File: src/include/scc_pkg.sv
// Shared constants and types for the stepper chopper control block
package scc_pkg;
  // Clock and timing
  localparam int CLK_PERIOD_NS = 8;
  localparam int BLANK_NS = 2000;
  localparam int OCP_DEGLITCH_NS = 1000;
  localparam int OFF_NS_PER_KOHM = 115;
  localparam int CNT_W = 12;
  // Least times round up to whole cycles
  localparam logic [CNT_W-1:0] BLANK_CYC =
    CNT_W'((BLANK_NS + CLK_PERIOD_NS - 1) / CLK_PERIOD_NS);
  localparam logic [CNT_W-1:0] OCP_CYC =
    CNT_W'((OCP_DEGLITCH_NS + CLK_PERIOD_NS - 1) / CLK_PERIOD_NS);
  // Current scaling, percentages in hundredths of a percent
  localparam int FS_MA_KOHM = 71000;
  localparam int PCT_FULL = 10000;
  localparam int PCT_W = 14;
  localparam int MA_W = 16;
  // Translator
  localparam int POS_W = 5;
  localparam logic [POS_W-1:0] RESET_POS = 5'h04;
  localparam logic [POS_W-1:0] STEP_FULL = 5'h08;
  localparam logic [POS_W-1:0] STEP_HALF = 5'h04;
  localparam logic [POS_W-1:0] STEP_QUARTER = 5'h02;
  localparam logic [POS_W-1:0] STEP_EIGHTH = 5'h01;
  localparam logic [POS_W-1:0] QUAD_SHIFT = 5'h08;
  localparam logic [POS_W-1:0] HALF_WAVE = 5'h10;
  localparam logic [3:0] QTR_LAST = 4'h8;
  localparam logic [PCT_W-1:0] QTR_WAVE [0:8] = '{14'h0000, 14'h079F, 14'h0EF3,
    14'h15B4, 14'h1B9F, 14'h207B, 14'h2417, 14'h2650, 14'h2710};
  // Register map
  localparam int ADDR_W = 8;
  localparam int RES_W = 8;
  localparam logic [ADDR_W-1:0] REG_OFF_RES = 8'h00;
  localparam logic [ADDR_W-1:0] REG_FS_RES = 8'h04;
  localparam logic [ADDR_W-1:0] REG_STATUS = 8'h08;
  localparam logic [ADDR_W-1:0] REG_TRIP = 8'h0C;
  localparam logic [RES_W-1:0] OFF_RES_RST = 8'hC8;
  localparam logic [RES_W-1:0] FS_RES_RST = 8'h47;
  localparam logic [RES_W-1:0] FS_RES_MIN = 8'h02;
  localparam logic [1:0] RESP_OKAY = 2'h0;
  localparam logic [1:0] RESP_SLVERR = 2'h2;
  // Types
  typedef enum logic [1:0] {RES_FULL, RES_HALF, RES_QUARTER, RES_EIGHTH} sccRes_t;
  typedef enum logic [2:0] {CH_IDLE, CH_BLANK, CH_ON, CH_SLOW, CH_FAST, CH_SLOW2} sccChop_t;
  typedef struct packed {logic hsLeft; logic lsLeft; logic hsRight; logic lsRight;} sccGate_t;
  typedef struct packed {logic aboveTrip; logic zeroCurrent; logic ocHs; logic ocLs;} sccSense_t;
  typedef struct packed {
    logic step; logic dir; logic resSelLow; logic resSelHigh;
    logic lowPowerRequestN; logic bridgeOutputGate;
  } sccPins_t;
  typedef struct packed {logic signed [PCT_W:0] a; logic signed [PCT_W:0] b;} sccPct_t;
  typedef struct packed {
    logic [13:0] zero; sccChop_t chopB; sccChop_t chopA; sccRes_t res;
    logic [POS_W-1:0] pos; logic faultPin; logic overTemp; logic overVoltage;
    logic ocpLatched; logic awake;
  } sccStatus_t;
  typedef struct packed {
    logic awvalid; logic [ADDR_W-1:0] awaddr; logic wvalid; logic [31:0] wdata;
    logic [3:0] wstrb; logic bready; logic arvalid; logic [ADDR_W-1:0] araddr; logic rready;
  } sccAxiReq_t;
  typedef struct packed {
    logic awready; logic wready; logic bvalid; logic [1:0] bresp;
    logic arready; logic rvalid; logic [31:0] rdata; logic [1:0] rresp;
  } sccAxiRsp_t;
endpackage : scc_pkg

File: src/hdl/scc_chopper.sv
// Fixed-off-time chopper for one H-bridge with blanking and auto decay
`timescale 1ns/100ps
module scc_chopper
  import scc_pkg::*;
(
  input wire logic clk,
  input wire logic rst,
  input wire logic run,
  input wire logic positive,
  input wire sccSense_t sense,
  input wire logic [CNT_W-1:0] offCycles,
  output sccChop_t chopState,
  output sccGate_t gate
);

  sccChop_t state_r; // Chopper phase
  logic [CNT_W-1:0] cnt_r; // Blank and off-time counter
  logic offDone; // Off time has elapsed

  assign offDone = (cnt_r >= offCycles - 12'h001);
  assign chopState = state_r;

  // Phase sequencing; losing run parks the bridge at once
  always_ff @(posedge clk) begin
    if (rst || !run) begin
      state_r <= CH_IDLE;
      cnt_r <= '0;
    end else begin
      case (state_r)
        CH_IDLE: begin
          state_r <= CH_BLANK;
          cnt_r <= '0;
        end
        CH_BLANK: begin
          // Comparator ignored here: this is the minimum on time
          if (cnt_r == BLANK_CYC - 12'h001) begin
            state_r <= CH_ON;
            cnt_r <= '0;
          end else begin
            cnt_r <= cnt_r + 12'h001;
          end
        end
        CH_ON: begin
          if (sense.aboveTrip) begin
            state_r <= CH_SLOW;
          end
        end
        CH_SLOW: begin
          if (sense.zeroCurrent) begin
            state_r <= CH_BLANK;
            cnt_r <= '0;
          end else if (offDone) begin
            state_r <= sense.aboveTrip ? CH_FAST : CH_BLANK;
            cnt_r <= '0;
          end else begin
            cnt_r <= cnt_r + 12'h001;
          end
        end
        CH_FAST: begin
          if (!sense.aboveTrip) begin
            state_r <= CH_SLOW2;
          end
        end
        CH_SLOW2: begin
          if (sense.zeroCurrent || offDone) begin
            state_r <= CH_BLANK;
            cnt_r <= '0;
          end else begin
            cnt_r <= cnt_r + 12'h001;
          end
        end
        default: state_r <= CH_IDLE;
      endcase
    end
  end

  // Transistor pattern per phase; the winding sign picks the diagonal
  always_comb begin
    gate = '0;
    case (state_r)
      CH_BLANK, CH_ON: begin
        gate.hsLeft = positive;
        gate.lsRight = positive;
        gate.hsRight = !positive;
        gate.lsLeft = !positive;
      end
      CH_SLOW, CH_SLOW2: begin
        gate.lsLeft = 1'b1;
        gate.lsRight = 1'b1;
      end
      CH_FAST: begin
        gate.hsRight = positive;
        gate.lsLeft = positive;
        gate.hsLeft = !positive;
        gate.lsRight = !positive;
      end
      default: gate = '0;
    endcase
  end
endmodule : scc_chopper

File: src/hdl/scc_sine_lut.sv
// Winding current percentages for each eighth-step position
`timescale 1ns/100ps
module scc_sine_lut
  import scc_pkg::*;
(
  input wire logic [POS_W-1:0] position,
  output sccPct_t pct
);

  // Signed sine from a quarter-wave table, folded and mirrored
  function automatic logic signed [PCT_W:0] sinAt(input logic [POS_W-1:0] k);
    logic [3:0] m;
    logic [PCT_W-1:0] mag;
    m = k[3:0];
    if (m <= QTR_LAST) begin
      mag = QTR_WAVE[m];
    end else begin
      mag = QTR_WAVE[4'(HALF_WAVE - {1'b0, m})];
    end
    return k[4] ? -$signed({1'b0, mag}) : $signed({1'b0, mag});
  endfunction : sinAt

  // Phase A leads phase B by a quarter turn
  always_comb begin
    pct.a = sinAt(position + QUAD_SHIFT);
    pct.b = sinAt(position);
  end

endmodule : scc_sine_lut

File: src/hdl/scc_stepper_chopper_control.sv
// Stepper driver control: translator, choppers, protection and register slave
//
// How it works
// - Each cycle starts with a diagonal pair on
// - Blanking ignores comparator, keeps high side on
// - First trip: high side off, slow decay
// - Zero current ends off time early
// - Off time is 115 ns per kilohm
// - Full-scale current is 71 kilohm over resistor
// - Trip level is step percentage of full scale
// - Still above trip after off: fast decay
// - Below trip in fast decay: slow again
// - Two select bits decode four resolutions
// - Resolutions give 4, 8, 16, 32 positions
// - Undriven resolution selects read as low
// - Sleep stops pump, outputs and inputs
// - Undriven sleep input keeps device asleep
// - Output gate enables bridges and steps
// - Undriven output gate disables bridges, steps
// - Fault flag low while any fault present
// - Overcurrent latches off until sleep toggled
// - Overcurrent seen on both transistor sides
// - Overvoltage disables bridges until supply drops
// - Overcurrent filtered one microsecond first
// - Step rising edge advances one increment
// - Direction level picks forward or backward
// - Reset position is the 45 degree step
`timescale 1ns/100ps
module scc_stepper_chopper_control
  import scc_pkg::*;
(
  input wire logic clk,
  input wire logic rst,
  input wire sccAxiReq_t axiReq,
  output sccAxiRsp_t axiRsp,
  input wire sccPins_t pins,
  input wire sccPins_t pinsDriven,
  input wire sccSense_t [1:0] sense,
  input wire logic overVoltage,
  input wire logic overTemp,
  input wire logic faultFlagNIn,
  output logic faultFlagNOut,
  output logic faultFlagNOeN,
  output logic chargePumpRun,
  output sccGate_t [1:0] bridgeGate,
  output logic [1:0][MA_W-1:0] tripLevelMa
);

  ////////////////////////////////////////////////////////////////////////////
  // Pin conditioning and mode decode

  sccPins_t pinEff; // Pins after the weak pull-downs
  logic awake; // Not in low-power sleep
  logic enableEff; // Bridges and step edges allowed
  logic dirEff; // Forward when high
  sccRes_t resolution; // Decoded step size
  logic [POS_W-1:0] stepInc; // Index increment per step

  // An undriven pin reads low, like a weak pull-down to ground
  assign pinEff = sccPins_t'(pins & pinsDriven);
  assign awake = pinEff.lowPowerRequestN;
  // In sleep the step and output gate inputs are ignored through this gate
  assign enableEff = awake && pinEff.bridgeOutputGate;
  assign dirEff = pinEff.dir;
  assign resolution = sccRes_t'({pinEff.resSelHigh, pinEff.resSelLow});

  // Increment per step edge over the 32-entry position ring
  always_comb begin
    case (resolution)
      RES_FULL: stepInc = STEP_FULL;
      RES_HALF: stepInc = STEP_HALF;
      RES_QUARTER: stepInc = STEP_QUARTER;
      default: stepInc = STEP_EIGHTH;
    endcase
  end

  ////////////////////////////////////////////////////////////////////////////
  // Translator

  logic stepPrev_r; // Step level one cycle ago
  logic stepAccept; // Qualified rising edge
  logic [POS_W-1:0] position_r; // Eighth-step index

  // Tracks the step level even while disabled, so enabling never fakes an edge
  always_ff @(posedge clk) begin
    if (rst) begin
      stepPrev_r <= 1'b0;
    end else begin
      stepPrev_r <= pinEff.step;
    end
  end

  assign stepAccept = enableEff && pinEff.step && !stepPrev_r;

  // Position ring wraps naturally at its width
  always_ff @(posedge clk) begin
    if (rst) begin
      position_r <= RESET_POS;
    end else if (stepAccept) begin
      if (dirEff) begin
        position_r <= position_r + stepInc;
      end else begin
        position_r <= position_r - stepInc;
      end
    end
  end

  ////////////////////////////////////////////////////////////////////////////
  // Software-set resistors and derived currents and times

  logic [RES_W-1:0] offRes_r; // Off-time resistor, kilohm
  logic [RES_W-1:0] fsRes_r; // Full-scale resistor, kilohm
  logic [CNT_W-1:0] offCycles; // Off time in clock cycles
  logic [MA_W-1:0] fullScaleMa; // Full-scale current, mA
  sccPct_t pct; // Current percentages at the position

  // Off time rounds up; a zero resistor still gives one cycle
  always_comb begin
    offCycles = CNT_W'((OFF_NS_PER_KOHM * int'(offRes_r) + CLK_PERIOD_NS - 1)
      / CLK_PERIOD_NS);
    if (offCycles == '0) begin
      offCycles = 12'h001;
    end
  end

  // Register writes clamp the resistor so the divide stays in range
  assign fullScaleMa = MA_W'(FS_MA_KOHM / int'(fsRes_r));

  scc_sine_lut u_lut (
    .position(position_r),
    .pct(pct)
  );

  ////////////////////////////////////////////////////////////////////////////
  // Protection

  logic ocAny; // Any transistor over current
  logic [CNT_W-1:0] ocCount_r; // Persistence counter
  logic ocpLatch_r; // Latched overcurrent shutdown
  logic driveAllowed; // Bridges may switch
  logic faultActive; // Any fault present
  logic faultFlagNOeN_r; // Flag pin released when high
  logic chargePumpRun_r; // Gate drive pump runs

  // Dedicated detectors on both sides, not the chopper comparator
  assign ocAny = sense[0].ocHs || sense[0].ocLs || sense[1].ocHs || sense[1].ocLs;

  // Short spikes below the deglitch time restart the count
  always_ff @(posedge clk) begin
    if (rst || !awake || !ocAny) begin
      ocCount_r <= '0;
    end else if (ocCount_r != OCP_CYC) begin
      ocCount_r <= ocCount_r + 12'h001;
    end
  end

  // Only a sleep cycle or a reset clears the latch
  always_ff @(posedge clk) begin
    if (rst || !awake) begin
      ocpLatch_r <= 1'b0;
    end else if (ocAny && ocCount_r == OCP_CYC - 12'h001) begin
      ocpLatch_r <= 1'b1;
    end
  end

  // Overvoltage clears itself as the supply comparator releases
  assign driveAllowed = enableEff && !ocpLatch_r && !overVoltage && !overTemp;
  assign faultActive = ocpLatch_r || overVoltage || overTemp;

  // Open-drain flag: drive low while a fault stands
  always_ff @(posedge clk) begin
    if (rst) begin
      faultFlagNOeN_r <= 1'b1;
    end else begin
      faultFlagNOeN_r <= !faultActive;
    end
  end

  // Pump stops in sleep
  always_ff @(posedge clk) begin
    if (rst) begin
      chargePumpRun_r <= 1'b0;
    end else begin
      chargePumpRun_r <= awake;
    end
  end

  assign faultFlagNOut = 1'b0;
  assign faultFlagNOeN = faultFlagNOeN_r;
  assign chargePumpRun = chargePumpRun_r;

  ////////////////////////////////////////////////////////////////////////////
  // Two bridges

  sccChop_t chopState [2]; // Chopper phase per bridge
  sccGate_t chopGate [2]; // Ungated transistor pattern
  sccGate_t bridgeGate_r [2]; // Registered gate drive, one process per bridge
  logic [MA_W-1:0] trip_r [2]; // Trip level per bridge, mA

  genvar gi;
  generate
    for (gi = 0; gi < 2; gi++) begin : g_bridge
      logic signed [PCT_W:0] pctSigned; // Signed share for this winding
      logic [PCT_W-1:0] pctMag; // Its magnitude

      assign pctSigned = (gi == 0) ? pct.a : pct.b;
      assign pctMag = pctSigned[PCT_W] ? PCT_W'(-pctSigned) : PCT_W'(pctSigned);

      scc_chopper u_chop (
        .clk(clk),
        .rst(rst),
        .run(driveAllowed),
        .positive(!pctSigned[PCT_W]),
        .sense(sense[gi]),
        .offCycles(offCycles),
        .chopState(chopState[gi]),
        .gate(chopGate[gi])
      );

      // Trip level is the step share of full scale, registered for the DAC
      always_ff @(posedge clk) begin
        if (rst) begin
          trip_r[gi] <= '0;
        end else begin
          trip_r[gi] <= MA_W'((32'(fullScaleMa) * 32'(pctMag)) / PCT_FULL);
        end
      end

      // Any disable condition removes drive one edge later
      always_ff @(posedge clk) begin
        if (rst || !driveAllowed) begin
          bridgeGate_r[gi] <= '0;
        end else begin
          bridgeGate_r[gi] <= chopGate[gi];
        end
      end
    end
  endgenerate

  assign bridgeGate = {bridgeGate_r[1], bridgeGate_r[0]};
  assign tripLevelMa = {trip_r[1], trip_r[0]};

  ////////////////////////////////////////////////////////////////////////////
  // AXI4-Lite register slave

  logic awHave_r; // Write address held
  logic [ADDR_W-1:0] awAddr_r;
  logic wHave_r; // Write data held
  logic [31:0] wData_r;
  logic [3:0] wStrb_r;
  logic bValid_r;
  logic [1:0] bResp_r;
  logic rValid_r;
  logic [31:0] rData_r;
  logic [1:0] rResp_r;
  logic doWrite; // Both halves present
  logic [31:0] rdNxt; // Read data decode
  logic [1:0] rrNxt; // Read response decode
  sccStatus_t status; // Live status word

  // Channels refuse new items while a response is pending
  assign axiRsp.awready = !awHave_r && !bValid_r;
  assign axiRsp.wready = !wHave_r && !bValid_r;
  assign axiRsp.arready = !rValid_r;
  assign axiRsp.bvalid = bValid_r;
  assign axiRsp.bresp = bResp_r;
  assign axiRsp.rvalid = rValid_r;
  assign axiRsp.rdata = rData_r;
  assign axiRsp.rresp = rResp_r;
  assign doWrite = awHave_r && wHave_r && !bValid_r;

  // Address and data captured in either order
  always_ff @(posedge clk) begin
    if (rst) begin
      awHave_r <= 1'b0;
      awAddr_r <= '0;
      wHave_r <= 1'b0;
      wData_r <= '0;
      wStrb_r <= '0;
    end else if (doWrite) begin
      awHave_r <= 1'b0;
      wHave_r <= 1'b0;
    end else begin
      if (axiReq.awvalid && axiRsp.awready) begin
        awHave_r <= 1'b1;
        awAddr_r <= axiReq.awaddr;
      end
      if (axiReq.wvalid && axiRsp.wready) begin
        wHave_r <= 1'b1;
        wData_r <= axiReq.wdata;
        wStrb_r <= axiReq.wstrb;
      end
    end
  end

  // Register writes and the write response
  always_ff @(posedge clk) begin
    if (rst) begin
      offRes_r <= OFF_RES_RST;
      fsRes_r <= FS_RES_RST;
      bValid_r <= 1'b0;
      bResp_r <= RESP_OKAY;
    end else if (doWrite) begin
      bValid_r <= 1'b1;
      bResp_r <= RESP_OKAY;
      if (awAddr_r == REG_OFF_RES) begin
        if (wStrb_r[0]) begin
          offRes_r <= wData_r[RES_W-1:0];
        end
      end else if (awAddr_r == REG_FS_RES) begin
        if (wStrb_r[0]) begin
          fsRes_r <= (wData_r[RES_W-1:0] < FS_RES_MIN) ? FS_RES_MIN : wData_r[RES_W-1:0];
        end
      end else if (awAddr_r != REG_STATUS && awAddr_r != REG_TRIP) begin
        bResp_r <= RESP_SLVERR;
      end
    end else if (bValid_r && axiReq.bready) begin
      bValid_r <= 1'b0;
    end
  end

  // Status word gathers block state for software
  always_comb begin
    status = '0;
    status.chopB = chopState[1];
    status.chopA = chopState[0];
    status.res = resolution;
    status.pos = position_r;
    status.faultPin = faultFlagNIn;
    status.overTemp = overTemp;
    status.overVoltage = overVoltage;
    status.ocpLatched = ocpLatch_r;
    status.awake = awake;
  end

  // Read decode; unmapped addresses read zero with an error
  always_comb begin
    rdNxt = '0;
    rrNxt = RESP_OKAY;
    if (axiReq.araddr == REG_OFF_RES) begin
      rdNxt = 32'(offRes_r);
    end else if (axiReq.araddr == REG_FS_RES) begin
      rdNxt = 32'(fsRes_r);
    end else if (axiReq.araddr == REG_STATUS) begin
      rdNxt = status;
    end else if (axiReq.araddr == REG_TRIP) begin
      rdNxt = {trip_r[1], trip_r[0]};
    end else begin
      rrNxt = RESP_SLVERR;
    end
  end

  // Read response held until the master takes it
  always_ff @(posedge clk) begin
    if (rst) begin
      rValid_r <= 1'b0;
      rData_r <= '0;
      rResp_r <= RESP_OKAY;
    end else if (axiReq.arvalid && axiRsp.arready) begin
      rValid_r <= 1'b1;
      rData_r <= rdNxt;
      rResp_r <= rrNxt;
    end else if (rValid_r && axiReq.rready) begin
      rValid_r <= 1'b0;
    end
  end
endmodule : scc_stepper_chopper_control

File: config.mk
export PLATFORM = sky130hd
export DESIGN_NAME = scc_stepper_chopper_control
export DESIGN_NICKNAME = d
export VERILOG_FILES = /design/src/include/scc_pkg.sv /design/src/hdl/scc_chopper.sv /design/src/hdl/scc_sine_lut.sv /design/src/hdl/scc_stepper_chopper_control.sv
export SDC_FILE = /design/constraint.sdc
export NUM_CORES = 2
export LEC_CHECK = 0
export BUFFER_PORTS_ARGS = -buffer_cell sky130_fd_sc_hd__buf_2
export CORE_ASPECT_RATIO = 0.5
export CORE_UTILIZATION = 45
export CTS_BUF_LIST = sky130_fd_sc_hd__clkbuf_4 sky130_fd_sc_hd__clkbuf_8
export CTS_CLUSTER_SIZE = 8
export DETAILED_ROUTE_END_ITERATION = 12
export SYNTH_ARGS = -nofsm -noshare
export SYNTH_HDL_FRONTEND = slang
export SYNTH_HIERARCHICAL = 1
export SYNTH_SLANG_ARGS = --single-unit
File: constraint.sdc
create_clock -name clk -period 112.2 [get_ports clk]
set_clock_uncertainty 0.05 [all_clocks]
set_input_delay 22.44 -clock clk [delete_from_list [all_inputs] [get_ports clk]]
set_output_delay 22.44 -clock clk [all_outputs]
set_load 0.01 [all_outputs]
# Yosys cells after proc, flatten, opt, wreduce, memory -nomap -nowiden
# Memory sizes are Yosys's and may differ from the RTL's.
# Index checks and enable logic that the tools add are counted.
# word_totals
reg_bits	124
ramBits	40
romBits	896
inputBits	82
output_inout_bits	84
wordCells	243
n_memories	6
# op_classes
n_addsub	16
multipliers	3
div	3
magnitude_cmp	9
eq_ne	32
n_mux	77
n_bitwise	12
n_reduce_logical	63
# mem_list
name	depth	word_bits	read_ports	rd_ports_with_merged_regs	wr	line_no	source
(name not given)	16	14	1	0	0	scc_sine_lut.sv:18	mag = QTR_WAVE[4'(HALF_WAVE - {1'b0, m})];
(name not given)	16	14	1	0	0	scc_sine_lut.sv:16	mag = QTR_WAVE[m];
(name not given)	16	14	1	0	0	scc_sine_lut.sv:16	
(name not given)	16	14	1	0	0	scc_sine_lut.sv:18	
trip_r	2	16	2	0	2	scc_stepper_chopper_control.sv:198	logic [MA_W-1:0] trip_r [2];
bridgeGate_r	2	4	2	0	2	scc_stepper_chopper_control.sv:197	sccGate_t bridgeGate_r [2];
# ops
op	count
$mux 14	12
$mux 32	4
$mux 12	9
$pmux 12 s4	2
$div 30x14->32 const B	2
$mul 16x14->30	2
$mux 3	14
$add 12x1->12 const B	3
$pmux 3 s6	2
$div 18x9->32 const A	1
$mux 16	2
$mux 15	2
$neg 14->15	2
$neg 14->14	2
$eq 12x8->1 const B	2
$ge 12x12->1	2
$ge 5x5->1 const B	4
$not 4->5	4
$logic_and 1x1->1	17
$sub 16x1->17 const B	1
$add 15x4->16 const B	1
$eq 8x3->1 const B	2
$eq 8x4->1 const B	2
$logic_not 8->1	2
45 further kinds	119

# Depth between registers and ports, before layout
# logic_depth
word_depth	14
mapped_depth	517

# Hierarchy
# The synthesis kept the hierarchy.
# modules_own_cells
mod	instances	cells_per_inst	area_each_um2
scc_stepper_chopper_control	1	7463	54377.2
scc_chopper	2	180	1422.6
scc_sine_lut	1	227	1552.7

# Worst setup path before layout
# OpenSTA, ideal clock, no wires.
# synth_timing
path_kind	flip-flop to flip-flop
start	register fsRes_r[0]
end	memory trip_r[0][0]
arrival_ns	99.066
slack_ns	12.957
stages_incl_launch_ff	494
path_buffers	50
period_less_slack_ns	99.243
path_cell_list	dfxtp_1 > buf_2 > clkinv_1 > clkbuf_1 > clkbuf_1 > buf_1 > ha_1 > buf_2 > buf_2 > and4_1 > ha_1 > a21o_1 > a32oi_1 > nor2_1 > ha_1 > o211a_1 > or2_1 > o211ai_1 > [... 458 more ...] > nor4_1 > nand3_1 > o221a_2 > maj3_1 > o32a_1 > o21a_1 > o31ai_1 > o211ai_1 > maj3_1 > xor2_1 > nor4b_1 > a211oi_1 > nand3_1 > a21oi_1 > o32ai_1 > maj3_1 > a221oi_1 > nor2_1
# synth_rtl
item	line_no	source
start: declaration	scc_stepper_chopper_control.sv:112	logic [RES_W-1:0] fsRes_r;
start signal: assignment	scc_stepper_chopper_control.sv:312	fsRes_r <= (wData_r[RES_W-1:0] < FS_RES_MIN) ? FS_RES_MIN : wData_r[RES_W-1:0];
end: declaration	scc_stepper_chopper_control.sv:198	

==> flow_metrics.env <==
export IMPL_crit_type="flop to flop"
export IMPL_path_max_fanout=29
export IMPL_cts_tree="done"
export IMPL_rows=93
export IMPL_cp_data_required_time_ns=112.65
export IMPL_multi_input_area_mm2=0.0525
export IMPL_grtUsageTotal=0.267
export IMPL_antenna_found_initial=3
export IMPL_cts_root_buf="clkbuf_8"
export IMPL_synth_main_ff_cell="dfxtp_1"
export IMPL_core_area_mm2=0.129
export IMPL_max_freq_mhz=9.60
export IMPL_cts_htree_levels=4
export IMPL_drive_gt1_frac=0.0981
export IMPL_dp_hpwl_mm=143
export IMPL_drc=0
export IMPL_routedWlPerCell_um=18.5
export IMPL_grt_max_degree=60
export IMPL_setup_violations_final=0
export IMPL_clock_sinks=162
export IMPL_worst_setup_path_start_kind="flop"
export IMPL_hold_class="flop to flop"
export IMPL_synthesis_area_mm2=0.0588
export IMPL_grt_pass1_vias=55503
export IMPL_period_needed_ns=104.17
export IMPL_vias=59905
export IMPL_yosys_warnings=6
export IMPL_die_h_um=258
export IMPL_insertion_delay_ns=0.64
export IMPL_tightest_slew_ns=1.37
export IMPL_async_flop_share=0
export IMPL_synth_edf_count=0
export IMPL_status="finished, final reports clean"
export IMPL_final_common_cell="nand2_1"
export IMPL_finalHoldViolCount=0
export IMPL_start_util=0.455
export IMPL_clockBufferDepth=2
export IMPL_numCtsBuffers=17
export IMPL_fin_crit_sh=0.928
export IMPL_finalWorstSetupSlack_ns=8.03
export IMPL_grt_pass1_wl_mm=295
export IMPL_cap_violations=0
export IMPL_dp_slack_ns=1.31
export IMPL_fill_cells=13224
export IMPL_port_buffers=135
export IMPL_drt_iter0_drc=4654
export IMPL_slew_viol_final=0
export IMPL_ant_nets=0
export IMPL_crit_path_end_kind="flop"
export IMPL_avgSynthCellArea_um2=7.30
export IMPL_syn_instance_count=8050
export IMPL_yosys_cell_types_count=150
export IMPL_cp_slowest_cell="or4b_2"
export IMPL_wl_mm=182
export IMPL_synth_seq_cells=162
export IMPL_crit_top_cell="a21o_1"
export IMPL_viasPerCell=6.10
export IMPL_nets=9002
export IMPL_maxSlewHeadroom=0.0861
export IMPL_area_growth_pct=6.52
export IMPL_ff_latch_area_mm2=0.00325
export IMPL_die_area_mm2=0.132
export IMPL_clkTransAtPathRegs_ns=0.12
export IMPL_ios=166
export IMPL_firstDrtPassIters=9
export IMPL_routabilityCongestion=0.920
export IMPL_overflow=0
export IMPL_die_w_um=513
export IMPL_ys_seq_area_frac=0.0552
export IMPL_worstPathArrival_ns=104.61
export IMPL_final_cell_mix="nand2_1 (837), nor2_1 (785), inv_1 (565)"
export IMPL_critPathMaxStageDelay_ns=0.73
[through the flow]
step	instances	utilization	TNS, ns	hold WS [ns]	instance area, um^2
after floorplan	8052	-	0	0.381	58800
after global placement	9750	0.475	0	0.386	61400
after detailed placement	9750	0.475	0	0.392	61400
after CTS	9782	0.479	0	0.409	61800
after global routing	9818	0.485	-0.425	0.428	62600
final	9818	0.485	0	0.408	62600
[worst max-delay path: cells and delay by family (launching register included)]
kind	cells	cell delay (ns)
AO/OA/AOI/OAI	232	50.14
AND/OR/NAND/NOR	157	32.83
adder cells (fa/ha/maj)	41	13.63
buffers and inverters	22	4.04
multiplexers	7	2.01
XOR/XNOR	2	0.73
flip-flops	1	0.43
[logic make-up (layout without fill, tap and decap cells)]
| kind of cell | after synthesis | after routing | synth area share |
|---|---|---|---|
| compound gates | 2369 | 2369 | 0.286 |
| xor+xnor | 537 | 537 | 0.0813 |
| fa+ha+maj | 841 | 841 | 0.223 |
| buf+inv | 874 | 927 | 0.0606 |
| flops | 162 | 162 | 0.0552 |
| mux | 174 | 174 | 0.0314 |
| other cells | 1 | 6 | 0.0000638 |
| simple gates | 3092 | 3092 | 0.263 |
[state kept, by name, summed over array words and instances, names as in the netlist]
| signal | flops |
|---|---|
| rData_r | 32 |
| offRes_r | 8 |
| g_bridge.u_chop/chopState | 6 |
| bResp_r | 1 |
| wHave_r | 1 |
| ocCount_r | 12 |
| chargePumpRun | 1 |
| faultFlagNOeN | 1 |
| bValid_r | 1 |
| wData_r | 8 |
| stepPrev_r | 1 |
| awAddr_r | 8 |
| ocpLatch_r | 1 |
| trip_r | 32 |
| g_bridge.u_chop/cnt_r | 24 |
| rValid_r | 1 |
| rResp_r | 1 |
| position_r | 5 |
| wStrb_r | 1 |
| bridgeGate_r | 8 |
| fsRes_r | 8 |
| awHave_r | 1 |
[routing by layer]
metal,GRT usage,vias to the layer above,part of all wire
met5,0,-,0
met4,0.0590,0,0.020
met3,0.0235,187,0.050
met2,0.427,1587,0.44
met1,0.386,28649,0.49
li1,-,29482,-
[synth_stat cells (27+ instances only)]
master | number | share of area
a2111oi_0 | 28 | 0.0042
a211o_1 | 53 | 0.0079
a211oi_1 | 93 | 0.012
a21boi_0 | 34 | 0.0043
a21o_1 | 189 | 0.024
a21oi_1 | 457 | 0.039
a22oi_1 | 30 | 0.0038
a311oi_1 | 28 | 0.0042
a31oi_1 | 106 | 0.011
a41oi_1 | 27 | 0.0040
and2_1 | 115 | 0.012
and3_1 | 94 | 0.010
and4_1 | 27 | 0.0040
buf_1 | 39 | 0.0025
buf_2 | 53 | 0.0045
buf_4 | 29 | 0.0037
clkbuf_1 | 168 | 0.011
dfxtp_1 | 162 | 0.055
fa_1 | 346 | 0.12
ha_1 | 482 | 0.10
inv_1 | 567 | 0.036
mux2_2 | 68 | 0.013
mux2i_1 | 102 | 0.017
nand2_1 | 838 | 0.054
nand2b_1 | 129 | 0.014
nand3_1 | 225 | 0.019
nand4_1 | 76 | 0.0081
nor2_1 | 796 | 0.051
nor2b_1 | 99 | 0.011
nor3_1 | 224 | 0.019
nor4_1 | 92 | 0.0098
o2111ai_1 | 29 | 0.0043
o211a_1 | 30 | 0.0051
o211ai_1 | 109 | 0.014
o21a_1 | 127 | 0.016
o21ai_0 | 347 | 0.030
o21ai_1 | 80 | 0.0068
o21bai_1 | 28 | 0.0036
o22ai_1 | 47 | 0.0050
o31a_1 | 31 | 0.0046
o31ai_1 | 75 | 0.0096
or2_2 | 86 | 0.0092
or3_1 | 79 | 0.0084
xnor2_1 | 336 | 0.050
xor2_1 | 194 | 0.029
[cell type report]
cell class                      count  area share
Multi-Input combinational cell   7016       0.839
Inverter                          571      0.0343
Timing Repair Buffer              324      0.0336
Tap cell                         1710      0.0342
Sequential cell                   162      0.0518
Antenna cell                        3    0.000120
Clock buffer                       17     0.00374
Clock inverter                     15     0.00310
[worst paths after layout]
path                from           end  slack, ns  depth (start not counted)
max           fsRes_r[4]  trip_r[0][0]       8.03                        461
min          rData_r[10]   rData_r[10]       0.41                          2
max reg2reg   fsRes_r[4]  trip_r[0][0]       8.03                        461
min reg2reg  rData_r[10]   rData_r[10]       0.41                          2
[repair_timing]
action	in CTS	in global routing
buffers inserted	0	33
setup endpoints to repair	0	14
hold buffers	0	0
resized for setup	0	110
Power is left out: the tool's default activity adds up to more than one toggle a clock period on the data nets, which glitch-free logic cannot reach.
